<file path="src/ecp_pkg.sv">
// Constants, register map and shared types of the external control port.
package ecp_pkg;

    // ==========================================================
    // Sizes
    localparam int unsigned ECP_NCMD = 7;
    localparam int unsigned ECP_ADDR_W = 8;
    localparam int unsigned ECP_NLIM = 4;

    // ==========================================================
    // Register byte offsets
    localparam logic [7:0] ECP_OFF_CTRL = 8'h00;
    localparam logic [7:0] ECP_OFF_STAT = 8'h04;
    localparam logic [7:0] ECP_OFF_IRQ_STAT = 8'h08;
    localparam logic [7:0] ECP_OFF_IRQ_EN = 8'h0c;
    localparam logic [7:0] ECP_OFF_IRQ_CLR = 8'h10;
    localparam logic [7:0] ECP_OFF_LIM = 8'h14;

    // ==========================================================
    // Control register fields
    localparam int unsigned ECP_CTRL_OUT = 0;
    localparam int unsigned ECP_CTRL_BUSY = 1;
    localparam int unsigned ECP_CTRL_SYNC = 2;
    localparam int unsigned ECP_CTRL_OUT_WE = 4;

    // ==========================================================
    // Status register fields
    localparam int unsigned ECP_ST_OUT = 0;
    localparam int unsigned ECP_ST_PWR = 1;
    localparam int unsigned ECP_ST_LIM = 2;
    localparam int unsigned ECP_ST_BUSY = 3;
    localparam int unsigned ECP_ST_SEQ = 4;
    localparam int unsigned ECP_ST_PIN = 8;

    // ==========================================================
    // Reset values and bus encodings
    localparam logic [ECP_NCMD-1:0] ECP_PIN_IDLE = 7'h7f;
    localparam logic [ECP_NCMD-1:0] ECP_IRQ_EN_RST = 7'h00;
    localparam logic [1:0] ECP_SYNC_RST = 2'h0;
    localparam logic [1:0] ECP_HTRANS_NONSEQ = 2'h2;
    localparam logic [2:0] ECP_HSIZE_WORD = 3'h2;
    localparam logic ECP_HRESP_OKAY = 1'h0;

    // ==========================================================
    // Types
    typedef enum logic [1:0] {
        ECP_SEQ_IDLE,
        ECP_SEQ_RUN,
        ECP_SEQ_HOLD
    } ecp_seq_t;

    typedef struct packed {
        logic branch2;
        logic branch1;
        logic hold;
        logic stop;
        logic start;
        logic out_on;
        logic out_off;
    } ecp_cmd_t;

    typedef struct packed {
        logic [1:0] seq_sync;
        logic busy;
        logic lim;
        logic out_on;
        logic pwr_on;
    } ecp_stat_t;

endpackage

</file>
<file path="src/ecp_cmd_sync.sv">
// Synchroniser and falling-edge detector for the command inputs.
`timescale 1ns/10ps
module ecp_cmd_sync #(
    parameter int unsigned N = ecp_pkg::ECP_NCMD
) (
    // Clock and reset
    input wire logic clk,
    input wire logic rst,
    // Raw pins, active low
    input wire logic [N-1:0] pin_n,
    // Synchronised levels and edge pulses
    output logic [N-1:0] level,
    output logic [N-1:0] fall
);

    // ==========================================================
    // Three-stage chain: two for metastability, one for edges.
    logic [N-1:0] s1_q, s2_q, s3_q;
    logic [N-1:0] s1_d, s2_d, s3_d;

    // The idle pattern is only as wide as the package's command count.
    if (N < 1 || N > ecp_pkg::ECP_NCMD) begin : g_bad_n
        $error("ecp_cmd_sync: N out of range");
    end

    always_comb begin
        s1_d = pin_n;
        s2_d = s1_q;
        s3_d = s2_q;
    end

    always_ff @(posedge clk or posedge rst) begin
        if (rst) begin
            s1_q <= ecp_pkg::ECP_PIN_IDLE[N-1:0];
            s2_q <= ecp_pkg::ECP_PIN_IDLE[N-1:0];
            s3_q <= ecp_pkg::ECP_PIN_IDLE[N-1:0];
        end else begin
            s1_q <= s1_d;
            s2_q <= s2_d;
            s3_q <= s3_d;
        end
    end

    assign level = s2_q;

    genvar i;
    generate
        for (i = 0; i < N; i++) begin : g_edge
            assign fall[i] = s3_q[i] & ~s2_q[i];
        end
    endgenerate

    // ==========================================================
    // Checks
    AST_FALL_SINGLE: assert property (@(posedge clk) disable iff (rst)
        (fall != '0) |=> ((fall & $past(fall)) == '0))
        else $error("edge pulse lasted more than one cycle");

    AST_LEVEL_NO_PULSE: assert property (@(posedge clk) disable iff (rst)
        ((~level & ~$past(level) & fall) == '0))
        else $error("pulse raised while input was held low");

endmodule // ecp_cmd_sync

</file>
<file path="src/ecp_seq_ctl.sv">
// Sequence run, hold and stop state kept from the external commands.
`timescale 1ns/10ps
module ecp_seq_ctl (
    // Clock and reset
    input wire logic clk,
    input wire logic rst,
    // Command pulses
    input wire logic start,
    input wire logic stop,
    input wire logic hold,
    // Sequence state
    output ecp_pkg::ecp_seq_t state
);

    ecp_pkg::ecp_seq_t st_q, st_d;

    // Stop beats start, start beats hold, so a stop is never lost.
    always_comb begin
        st_d = st_q;
        case (st_q)
            ecp_pkg::ECP_SEQ_IDLE: begin
                if (start && !stop) begin
                    st_d = ecp_pkg::ECP_SEQ_RUN;
                end
            end
            ecp_pkg::ECP_SEQ_RUN: begin
                if (stop) begin
                    st_d = ecp_pkg::ECP_SEQ_IDLE;
                end else if (hold && !start) begin
                    st_d = ecp_pkg::ECP_SEQ_HOLD;
                end
            end
            ecp_pkg::ECP_SEQ_HOLD: begin
                if (stop) begin
                    st_d = ecp_pkg::ECP_SEQ_IDLE;
                end else if (start) begin
                    st_d = ecp_pkg::ECP_SEQ_RUN;
                end
            end
            default: begin
                st_d = ecp_pkg::ECP_SEQ_IDLE;
            end
        endcase
    end

    always_ff @(posedge clk or posedge rst) begin
        if (rst) begin
            st_q <= ecp_pkg::ECP_SEQ_IDLE;
        end else begin
            st_q <= st_d;
        end
    end

    assign state = st_q;

    AST_SEQ_STOP: assert property (@(posedge clk) disable iff (rst)
        stop |=> (st_q == ecp_pkg::ECP_SEQ_IDLE))
        else $error("stop did not return sequence to idle");

endmodule // ecp_seq_ctl

</file>
<file path="src/ecp_ext_io.sv">
// Top of the external control port with its AHB-Lite register slave.
`timescale 1ns/10ps
module ecp_ext_io (
    // Clock and reset
    input wire logic clk,
    input wire logic rst,
    // AHB-Lite slave
    input wire logic hsel,
    input wire logic [31:0] haddr,
    input wire logic [1:0] htrans,
    input wire logic hwrite,
    input wire logic [2:0] hsize,
    input wire logic [31:0] hwdata,
    input wire logic hready,
    output logic [31:0] hrdata,
    output logic hreadyout,
    output logic hresp,
    // Command pins, active low
    input wire logic [ecp_pkg::ECP_NCMD-1:0] cmd_pin_n,
    // Status pins
    output ecp_pkg::ecp_stat_t stat_pin,
    // Instrument state
    input wire logic pwr_good,
    input wire logic lim_pk_pos,
    input wire logic lim_pk_neg,
    input wire logic lim_avg,
    input wire logic lim_pwr,
    // Command pulses and sequence state to the instrument
    output ecp_pkg::ecp_cmd_t cmd_pulse,
    output ecp_pkg::ecp_seq_t seq_state,
    // Interrupt
    output logic irq
);

    localparam int unsigned NC = ecp_pkg::ECP_NCMD;
    localparam int unsigned AW = ecp_pkg::ECP_ADDR_W;

    // ==========================================================
    // Command inputs
    logic [NC-1:0] pin_level;
    logic [NC-1:0] pin_fall;
    ecp_pkg::ecp_cmd_t cmd;

    ecp_cmd_sync #(
        .N(NC)
    ) u_sync (
        .clk(clk),
        .rst(rst),
        .pin_n(cmd_pin_n),
        .level(pin_level),
        .fall(pin_fall)
    );

    assign cmd = ecp_pkg::ecp_cmd_t'(pin_fall);
    assign cmd_pulse = cmd;

    ecp_seq_ctl u_seq (
        .clk(clk),
        .rst(rst),
        .start(cmd.start),
        .stop(cmd.stop),
        .hold(cmd.hold),
        .state(seq_state)
    );

    // ==========================================================
    // Bus address phase capture
    logic wr_pend_q, wr_pend_d;
    logic [AW-1:0] wr_addr_q, wr_addr_d;
    logic [31:0] rdata_q, rdata_d;
    logic addr_ph;
    logic wr_now;

    function automatic logic [31:0] read_mux(input logic [AW-1:0] a,
            input logic [31:0] ctrl, input logic [31:0] st,
            input logic [31:0] ist, input logic [31:0] ien,
            input logic [31:0] lim);
        logic [31:0] r;
        r = '0;
        case (a)
            ecp_pkg::ECP_OFF_CTRL: r = ctrl;
            ecp_pkg::ECP_OFF_STAT: r = st;
            ecp_pkg::ECP_OFF_IRQ_STAT: r = ist;
            ecp_pkg::ECP_OFF_IRQ_EN: r = ien;
            ecp_pkg::ECP_OFF_LIM: r = lim;
            default: r = '0;
        endcase
        return r;
    endfunction

    function automatic logic hit(input logic [AW-1:0] a,
            input logic [7:0] off);
        return a == off;
    endfunction

    assign addr_ph = hsel && hready && (htrans == ecp_pkg::ECP_HTRANS_NONSEQ)
        && (hsize == ecp_pkg::ECP_HSIZE_WORD);
    assign wr_now = wr_pend_q;

    // ==========================================================
    // Software state
    logic out_en_q, out_en_d;
    logic busy_q, busy_d;
    logic [1:0] sync_q, sync_d;
    logic [NC-1:0] ist_q, ist_d;
    logic [NC-1:0] ien_q, ien_d;
    logic pwr_q, pwr_d;
    logic lim_q, lim_d;
    logic [ecp_pkg::ECP_NLIM-1:0] lim_v_q, lim_v_d;
    logic irq_q, irq_d;
    logic [31:0] ctrl_rd, st_rd, ist_rd, ien_rd, lim_rd;
    logic [31:0] wd;

    assign wd = hwdata;

    always_comb begin
        ctrl_rd = '0;
        ctrl_rd[ecp_pkg::ECP_CTRL_OUT] = out_en_q;
        ctrl_rd[ecp_pkg::ECP_CTRL_BUSY] = busy_q;
        ctrl_rd[ecp_pkg::ECP_CTRL_SYNC +: 2] = sync_q;
        st_rd = '0;
        st_rd[ecp_pkg::ECP_ST_OUT] = out_en_q;
        st_rd[ecp_pkg::ECP_ST_PWR] = pwr_q;
        st_rd[ecp_pkg::ECP_ST_LIM] = lim_q;
        st_rd[ecp_pkg::ECP_ST_BUSY] = busy_q;
        st_rd[ecp_pkg::ECP_ST_SEQ +: 2] = seq_state;
        st_rd[ecp_pkg::ECP_ST_PIN +: NC] = pin_level;
        ist_rd = '0;
        ist_rd[NC-1:0] = ist_q;
        ien_rd = '0;
        ien_rd[NC-1:0] = ien_q;
        lim_rd = '0;
        lim_rd[ecp_pkg::ECP_NLIM-1:0] = lim_v_q;
    end

    always_comb begin
        wr_pend_d = addr_ph && hwrite;
        wr_addr_d = addr_ph ? haddr[AW-1:0] : wr_addr_q;
        rdata_d = rdata_q;
        if (addr_ph && !hwrite) begin
            rdata_d = read_mux(haddr[AW-1:0], ctrl_rd, st_rd, ist_rd,
                ien_rd, lim_rd);
        end
    end

    // Pin commands win over a software write to the output enable in the
    // same cycle, and an off command wins over an on command.
    always_comb begin
        out_en_d = out_en_q;
        busy_d = busy_q;
        sync_d = sync_q;
        ien_d = ien_q;
        if (wr_now && hit(wr_addr_q, ecp_pkg::ECP_OFF_CTRL)) begin
            if (wd[ecp_pkg::ECP_CTRL_OUT_WE]) begin
                out_en_d = wd[ecp_pkg::ECP_CTRL_OUT];
            end
            busy_d = wd[ecp_pkg::ECP_CTRL_BUSY];
            sync_d = wd[ecp_pkg::ECP_CTRL_SYNC +: 2];
        end
        if (wr_now && hit(wr_addr_q, ecp_pkg::ECP_OFF_IRQ_EN)) begin
            ien_d = wd[NC-1:0];
        end
        if (cmd.out_on) begin
            out_en_d = 1'b1;
        end
        if (cmd.out_off) begin
            out_en_d = 1'b0;
        end
        if (!pwr_q) begin
            out_en_d = 1'b0;
        end
    end

    // Sticky events: a new edge in the clearing cycle survives the clear.
    always_comb begin
        ist_d = ist_q;
        if (wr_now && hit(wr_addr_q, ecp_pkg::ECP_OFF_IRQ_CLR)) begin
            ist_d = ist_q & ~wd[NC-1:0];
        end
        ist_d = ist_d | pin_fall;
        pwr_d = pwr_good;
        lim_v_d = {lim_pwr, lim_avg, lim_pk_neg, lim_pk_pos};
        lim_d = |lim_v_d;
        irq_d = |(ist_q & ien_q);
    end

    always_ff @(posedge clk or posedge rst) begin
        if (rst) begin
            wr_pend_q <= 1'b0;
            wr_addr_q <= '0;
            rdata_q <= '0;
            out_en_q <= 1'b0;
            busy_q <= 1'b0;
            sync_q <= ecp_pkg::ECP_SYNC_RST;
            ist_q <= '0;
            ien_q <= ecp_pkg::ECP_IRQ_EN_RST;
            pwr_q <= 1'b0;
            lim_q <= 1'b0;
            lim_v_q <= '0;
            irq_q <= 1'b0;
        end else begin
            wr_pend_q <= wr_pend_d;
            wr_addr_q <= wr_addr_d;
            rdata_q <= rdata_d;
            out_en_q <= out_en_d;
            busy_q <= busy_d;
            sync_q <= sync_d;
            ist_q <= ist_d;
            ien_q <= ien_d;
            pwr_q <= pwr_d;
            lim_q <= lim_d;
            lim_v_q <= lim_v_d;
            irq_q <= irq_d;
        end
    end

    // ==========================================================
    // Outputs: status pins always driven straight from flip-flops.
    assign stat_pin.pwr_on = pwr_q;
    assign stat_pin.out_on = out_en_q;
    assign stat_pin.lim = lim_q;
    assign stat_pin.busy = busy_q;
    assign stat_pin.seq_sync = sync_q;
    assign hrdata = rdata_q;
    assign hreadyout = 1'b1;
    assign hresp = ecp_pkg::ECP_HRESP_OKAY;
    assign irq = irq_q;

    // ==========================================================
    // Checks
    AST_PWR_FOLLOWS: assert property (@(posedge clk) disable iff (rst)
        ##1 (stat_pin.pwr_on == $past(pwr_good)))
        else $error("power status does not follow power state");

    AST_OUT_OFF_CMD: assert property (@(posedge clk) disable iff (rst)
        cmd.out_off |=> !stat_pin.out_on)
        else $error("output status high after off command");

    AST_OUT_ON_CMD: assert property (@(posedge clk) disable iff (rst)
        (cmd.out_on && !cmd.out_off && pwr_q) |=> stat_pin.out_on)
        else $error("output status low after on command");

    AST_LIM_ANY: assert property (@(posedge clk) disable iff (rst)
        (lim_pk_pos || lim_pk_neg || lim_avg || lim_pwr) |=> stat_pin.lim)
        else $error("limiter status missed an active limiter");

    AST_LIM_NONE: assert property (@(posedge clk) disable iff (rst)
        !(lim_pk_pos || lim_pk_neg || lim_avg || lim_pwr) |=> !stat_pin.lim)
        else $error("limiter status high with no limiter");

    AST_BUSY_WRITE: assert property (@(posedge clk) disable iff (rst)
        (wr_pend_q && wr_addr_q == ecp_pkg::ECP_OFF_CTRL)
        |=> (stat_pin.busy == $past(hwdata[ecp_pkg::ECP_CTRL_BUSY])))
        else $error("busy status does not match control write");

    AST_SYNC_HOLD: assert property (@(posedge clk) disable iff (rst)
        !wr_pend_q |=> $stable(stat_pin.seq_sync))
        else $error("sync bits changed without a write");

    AST_STAT_MATCH: assert property (@(posedge clk) disable iff (rst)
        (addr_ph && !hwrite && haddr[AW-1:0] == ecp_pkg::ECP_OFF_STAT)
        |=> (hrdata[ecp_pkg::ECP_ST_OUT] == $past(stat_pin.out_on)))
        else $error("status register and status pin disagree");

    AST_EVENT_STICKY: assert property (@(posedge clk) disable iff (rst)
        (pin_fall != '0) |=> ((ist_q & $past(pin_fall)) == $past(pin_fall)))
        else $error("edge event not recorded");

    AST_IRQ_LEVEL: assert property (@(posedge clk) disable iff (rst)
        ((ist_q & ien_q) != '0) |=> irq)
        else $error("interrupt not raised for enabled event");

    AST_IRQ_QUIET: assert property (@(posedge clk) disable iff (rst)
        ((ist_q & ien_q) == '0) |=> !irq)
        else $error("interrupt raised with no enabled event");

    AST_OUT_PWR_OFF: assert property (@(posedge clk) disable iff (rst)
        !pwr_q |=> !stat_pin.out_on)
        else $error("output status high while power is off");

    AST_OUT_HOLD: assert property (@(posedge clk) disable iff (rst)
        (pwr_q && !cmd.out_on && !cmd.out_off && !wr_pend_q)
        |=> (stat_pin.out_on == $past(stat_pin.out_on)))
        else $error("output status changed with no command");

    AST_BUSY_HOLD: assert property (@(posedge clk) disable iff (rst)
        !wr_pend_q |=> $stable(stat_pin.busy))
        else $error("busy status changed without a write");

    AST_STAT_PWR: assert property (@(posedge clk) disable iff (rst)
        (addr_ph && !hwrite && haddr[AW-1:0] == ecp_pkg::ECP_OFF_STAT)
        |=> (hrdata[ecp_pkg::ECP_ST_PWR] == $past(stat_pin.pwr_on)))
        else $error("status register power bit disagrees with pin");

    AST_STAT_LIM: assert property (@(posedge clk) disable iff (rst)
        (addr_ph && !hwrite && haddr[AW-1:0] == ecp_pkg::ECP_OFF_STAT)
        |=> (hrdata[ecp_pkg::ECP_ST_LIM] == $past(stat_pin.lim)))
        else $error("status register limiter bit disagrees with pin");

    AST_STAT_BUSY: assert property (@(posedge clk) disable iff (rst)
        (addr_ph && !hwrite && haddr[AW-1:0] == ecp_pkg::ECP_OFF_STAT)
        |=> (hrdata[ecp_pkg::ECP_ST_BUSY] == $past(stat_pin.busy)))
        else $error("status register busy bit disagrees with pin");

    // A clear with no new edge in the same cycle must empty the bits.
    AST_IST_CLEAR: assert property (@(posedge clk) disable iff (rst)
        (wr_pend_q && wr_addr_q == ecp_pkg::ECP_OFF_IRQ_CLR
            && pin_fall == '0)
        |=> ((ist_q & $past(hwdata[NC-1:0])) == '0))
        else $error("event bits not cleared by a clear write");

endmodule // ecp_ext_io

</file>
<file path="config.mk">
export PLATFORM = sky130hd
export DESIGN_NAME = ecp_ext_io
export DESIGN_NICKNAME = d
export VERILOG_FILES = /design/src/ecp_pkg.sv /design/src/ecp_cmd_sync.sv /design/src/ecp_seq_ctl.sv /design/src/ecp_ext_io.sv
export SDC_FILE = /design/constraint.sdc
export NUM_CORES = 1
export LEC_CHECK = 0
export BUFFER_PORTS_ARGS = -buffer_cell sky130_fd_sc_hd__buf_2
export CORE_MARGIN = 8
export CORE_UTILIZATION = 47
export CTS_CLUSTER_DIAMETER = 200
export DETAILED_ROUTE_END_ITERATION = 8
export GPL_ROUTABILITY_DRIVEN = 0
export PLACE_DENSITY_LB_ADDON = 0.15
export SLEW_MARGIN = 0
export SYNTH_ARGS = -nofsm -noshare
export SYNTH_HDL_FRONTEND = slang
export SYNTH_HIERARCHICAL = 1
export SYNTH_SLANG_ARGS = --single-unit
</file>
<file path="constraint.sdc">
create_clock -name clk -period 2.1 [get_ports clk]
set_clock_uncertainty 0.05 [all_clocks]
set_input_delay 0.105 -clock clk [delete_from_list [all_inputs] [get_ports clk]]
set_output_delay 0.105 -clock clk [all_outputs]
set_load 0.005 [all_outputs]
</file>
# Word-level counts from Yosys, hierarchy flattened
# Cells that the tools add are included.
dict set report classes {
  n_eq_ne 15
  mux 13
  bitwise 18
  reduce_logical 20
}
# op n
set ops {}
lappend ops {{$pmux W15 S5} 1}
lappend ops {{$eq A8 B4 Y1 const B} 3}
lappend ops {{$eq A8 B5 Y1 const B} 2}
lappend ops {{$logic_not A8 Y1} 2}
lappend ops {{$and A7 B7 Y7} 2}
lappend ops {{$logic_and A1 B1 Y1} 10}
lappend ops {{$mux W2} 5}
lappend ops {{$eq A8 B3 Y1 const B} 1}
lappend ops {{$and A1 B1 Y1} 7}
lappend ops {{$mux W7} 1}
lappend ops {{$not A1 Y1} 7}
lappend ops {{$not A7 Y7} 1}
lappend ops {{$or A7 B7 Y7} 1}
lappend ops {{$reduce_or A7 Y1} 1}
lappend ops {{$ne A3 B1 Y1 const B} 2}
lappend ops {{$pmux W2 S3} 1}
lappend ops {{$mux W1} 5}
lappend ops {{$eq A2 B2 Y1 const B} 2}
lappend ops {{$ne A4 B3 Y1 const B} 1}
lappend ops {{$ne A4 B4 Y1 const B} 1}
lappend ops {{$reduce_or A4 Y1} 1}
lappend ops {{$eq A3 B2 Y1 const B} 1}
lappend ops {{$logic_not A1 Y1} 3}
lappend ops {{$reduce_and A3 Y1} 1}
lappend ops {{other kinds (4)} 4}
dict set report word_totals {
  register_bits 89
  inputBits 86
  output_inout_bits 50
  elab_cells 82
}

# Logic depth before layout (Yosys ltp)
dict set report logic_depth {
  ltp_word 7
  ltp_mapped 5
  ltp_nobuf 4
}

# Modules after synthesis
# The synthesis kept the hierarchy.
# mod instances cells_each area_each_um2 seq_area_each_um2
set modules_own_cells {}
lappend modules_own_cells {ecp_ext_io 1 196 2269.7 1201.2}
lappend modules_own_cells {ecp_cmd_sync 1 29 651.9 551.8}
lappend modules_own_cells {ecp_seq_ctl 1 9 98.8 50.0}

# Worst setup path after synthesis
# No wires, ideal clock.
dict set report synth_timing {
  path_type {reg-to-reg}
  startpoint {register wr_addr_q[7]}
  endpoint {register ien_q[0]}
  setup_time_ps 125
  arrival_time_ps 1555
  required_ps 1925
  setup_slack_ps 370
  stages_incl_launch_ff 5
  n_path_buf 0
  synth_period_minus_slack_ps 1730
  path_cell_list {dfrtp_1 -> nor4b_4 -> nand2b_2 -> nor4_4 -> mux2_2}
}
dict set report synth_via {
  elab_chain_len 2
}
# element line_no
set synth_rtl {}
lappend synth_rtl {{start, declared} ecp_ext_io.sv:69} ;# logic [AW-1:0] wr_addr_q, wr_addr_d;
lappend synth_rtl {{start signal, assigned} ecp_ext_io.sv:203} ;# wr_addr_q <= wr_addr_d;
lappend synth_rtl {{$eq A8 B4 Y1} ecp_ext_io.sv:93} ;# return a == off;
lappend synth_rtl {{$logic_and A1 B1 Y1} ecp_ext_io.sv:160} ;# if (wr_now && hit(wr_addr_q, ecp_pkg::ECP_OFF_IRQ_EN)) begin
lappend synth_rtl {{end signal, assigned} ecp_ext_io.sv:196} ;# ien_q <= ecp_pkg::ECP_IRQ_EN_RST;
lappend synth_rtl {{end signal, assigned} ecp_ext_io.sv:209} ;# ien_q <= ien_d;
lappend synth_rtl {{end, declared} ecp_ext_io.sv:106} ;# logic [NC-1:0] ien_q, ien_d;
# Every way passes these cells.
# A chain may end at the register's enable or synchronous reset.

# Worst setup path after layout
dict set report layout_timing {
  startpoint {register wr_addr_q[7]}
  endpoint {register ien_q[2]}
}
# Same word-level chain as after synthesis.

==> metrics.cfg <==
[global_route]
grt_use_total_pct = 14.9
grt_pass1_vias = 2147
overflow = 0
grt_max_degree = 26
antenna_found_initial = 0
grt_pass1_wl_um = 10400

[yosys]
synth.avg_cell_area_um2 = 12.9
synthArstFlopShare_pct = 100
synth_edf_count = 0
synth-seq-cells = 71
yosys_most_used_dff = dfrtp_1
syn_area_um2 = 3020
synthAdderAreaFrac_pct = 0
syn-instance-count = 234
muxShareOfSynthArea_pct = 8.62
ys_warn_count = 6
ys_types = 42
synth-simple-area-share_pct = 14.2
yosysSeqAreaShare_pct = 59.7
synth_xor_area_share_pct = 0
synth-compound-area-share_pct = 9.78
synth_top_family_by_area = simple AND/OR/NAND/NOR gates

[cells_and_area]
diodes = 0
utilization_pct = 61.4
fin_nets = 414
drive_above_1_share_pct = 41.4
final_common_cell = buf_2
finalInstanceArea_um2 = 3850
n_fill_cell = 537
final_cell_mix = 66 x buf_2, 50 x dfrtp_1, 26 x dlygate4sd3_1, 21 x dfstp_2
area_growth_pct = 27.5

[setup_path]
rr_worst_depth = 5
crit_path_top_delay_cell = dfrtp_1
crit_path_end_kind = register
crit_required_ns = 2.28
r2r-start = wr_addr_q[7]
reg2reg_to = ien_q[2]
worstPathCellList = nor4b_4, nand2b_2, nor4_4, buf_4, mux2_2
arrival_ns = 2.02
path_delay_family = simple AND/OR/NAND/NOR gates
crit_buf_inv = 1
cp_max_fo = 7
cp_slowest_stage_delay_ns = 0.41
start_kind = register
criticalPathCategory = reg -> reg
reg2reg_slack_ns = 0.25

[clocking]
cts_root_buf = clkbuf_8
cts_buffers = 9
cts.repair.resized = 0
ctsLongestPathBuffers = 2
cts_tree = done
htree_levels = 3
clock_sinks = 71
clk_pin_slew_worst_paths_ns = 0.08
clock_latency_ns = 0.34

[floorplanning]
start_util_pct = 48.1
boundaryPins = 136
die_x_um = 96.2
dieHeight_um = 96.2
die_area_um2 = 9250
fp.coreArea_um2 = 6280
placementRows = 29

[sta]
setup_slack_ns = 0.254
fmax_ghz = 0.542
rsz0062_at_grt = no
setup_viol = 0
finalCritPeriodShare_pct = 87.9
tns_ns = 0
final_hold_viol_count = 0
worst_slew_pin_slew_ns = 0.729
fin_crit_ns = 1.85
maxSlewViolCount = 0
relSlewSlack_pct = 51.3

[placed_design]
hpwl_um = 4740
portBuffers = 66
pre_cts_ws_ns = 0.288
placed_area_um2 = 3350

[min_path]
hold_end = wr_addr_q[2]
worstHoldStart = haddr[2]
hold_class = in -> reg
whs_path_depth = 3

[pwr]
pwr_density_cell_nw_per_um2 = 779
leakagePower_uw = 0.00187
peakVddDrop_v = 0.000499

[routing]
wl_um = 6460
drt_iter0_drc = 46
antenna_left = 0
drc_errors = 0
vias = 2051
wire_per_inst_um = 15.7
viasPerCell = 5.00
drtPass1Iterations = 4

[outcome]
outcome = complete, no violations

[run]
max_cap_violations = 0

==> timing repair <==
| action | in CTS | in global routing |
|---|---|---|
| buffers inserted | 0 | 0 |
| hold endpoints to repair | 56 | 0 |
| hold buffers | 26 | 0 |
==> metal layers <==
layer / global-route usage [%] / up-vias / part of all wire, %
li1: - / 969 / -
met1: 17.8 / 1014 / 43
met2: 24.0 / 60 / 49
met3: 4.29 / 8 / 6.6
met4: 7.30 / 0 / 1.5
met5: 0 / - / 0
==> registers in the layout, summed over array words and instances (netlist names), 2 cells and up <==
name,cells
hrdata,14
wr_addr_q,8
ien_q,7
ist_q,7
u_sync/level,7
u_sync/s1_q,7
u_sync/s3_q,7
lim_v_q,4
sync_q,2
u_seq/state,2
==> how the worst max path moves through the flow <==
stage | slack (ns) | cells past startpoint | start | to
2_1_floorplan | 0.37 | 4 | wr_addr_q[7] | ien_q[0]
3_3_place_gp | 0.30 | 5 | wr_addr_q[7] | ien_q[0]
3_5_place_dp | 0.29 | 5 | wr_addr_q[7] | ien_q[0]
4_1_cts | 0.26 | 5 | wr_addr_q[7] | ien_q[4]
5_1_grt | 0.17 | 5 | wr_addr_q[7] | ien_q[4]
6_report | 0.25 | 5 | wr_addr_q[7] | ien_q[2]
==> worst min-delay path: cells and delay by family <==
kind                   cells  cell delay (ns)
AO/OA/AOI/OAI              1             0.09
buffers and inverters      2             0.28
==> layout make-up <==
class	instances	area (um^2)	share of cell area, %
Sequential cell	71	1800	46.8
Multi-Input combinational cell	145	1060	27.5
Timing Repair Buffer	95	626	16.2
Clock buffer	12	188	4.87
Tap cell	77	96.3	2.50
Clock inverter	4	56.3	1.46
Inverter	6	22.5	0.585
==> kinds of logic (layout without fill, tap and decap cells) <==
kind of cell,Yosys count,count (layout)
buffers and inverters,36,117
multiplexers,24,24
other,2,20
AO/OA/AOI/OAI,41,41
flip-flops,71,71
AND/OR/NAND/NOR,60,60
==> synth_stat cells, drive strengths merged (2+ instances only) <==
| cell | instances | area share (%) |
|---|---|---|
| clkbuf | 6 | 0.75 |
| o21ai | 8 | 1.3 |
| nand3b | 3 | 0.75 |
| buf | 24 | 6.0 |
| nand3 | 2 | 0.33 |
| dfstp | 21 | 18 |
| o22ai | 3 | 0.62 |
| a211oi | 2 | 0.66 |
| dfrtp | 50 | 41 |
| nand2b | 3 | 0.70 |
| a21oi | 4 | 0.66 |
| a221oi | 2 | 0.58 |
| inv | 6 | 0.75 |
| and3 | 2 | 0.41 |
| o31ai | 2 | 0.50 |
| conb | 2 | 0.25 |
| nor2b | 9 | 3.6 |
| nor2 | 8 | 0.99 |
| mux2i | 8 | 2.7 |
| mux2 | 16 | 6.0 |
| a22o | 7 | 2.0 |
| nand2 | 20 | 2.5 |
| a21o | 7 | 1.7 |
| or4 | 2 | 0.50 |
| a22oi | 2 | 0.50 |
| nor4 | 3 | 1.6 |
==> report_power, final <==
part | total (uW) | internal (uW) | leakage (uW) | switching (uW)
clock network | 1270 | 734 | 0.000123 | 534
registers | 1490 | 1440 | 0.000858 | 47.1
logic | 245 | 128 | 0.000888 | 117
total | 3000 | 2300 | 0.00187 | 698
==> through the flow <==
stage,power (uW),hold WS (ns),std cells
after global routing,3120,0.129,410
after CTS,3030,0.107,410
after global placement,1720,-0.0591,368
after detailed placement,1720,-0.0575,368
final,3000,0.124,410
after floorplan,1660,-0.204,252
Power figures use the tool's default switching activity.
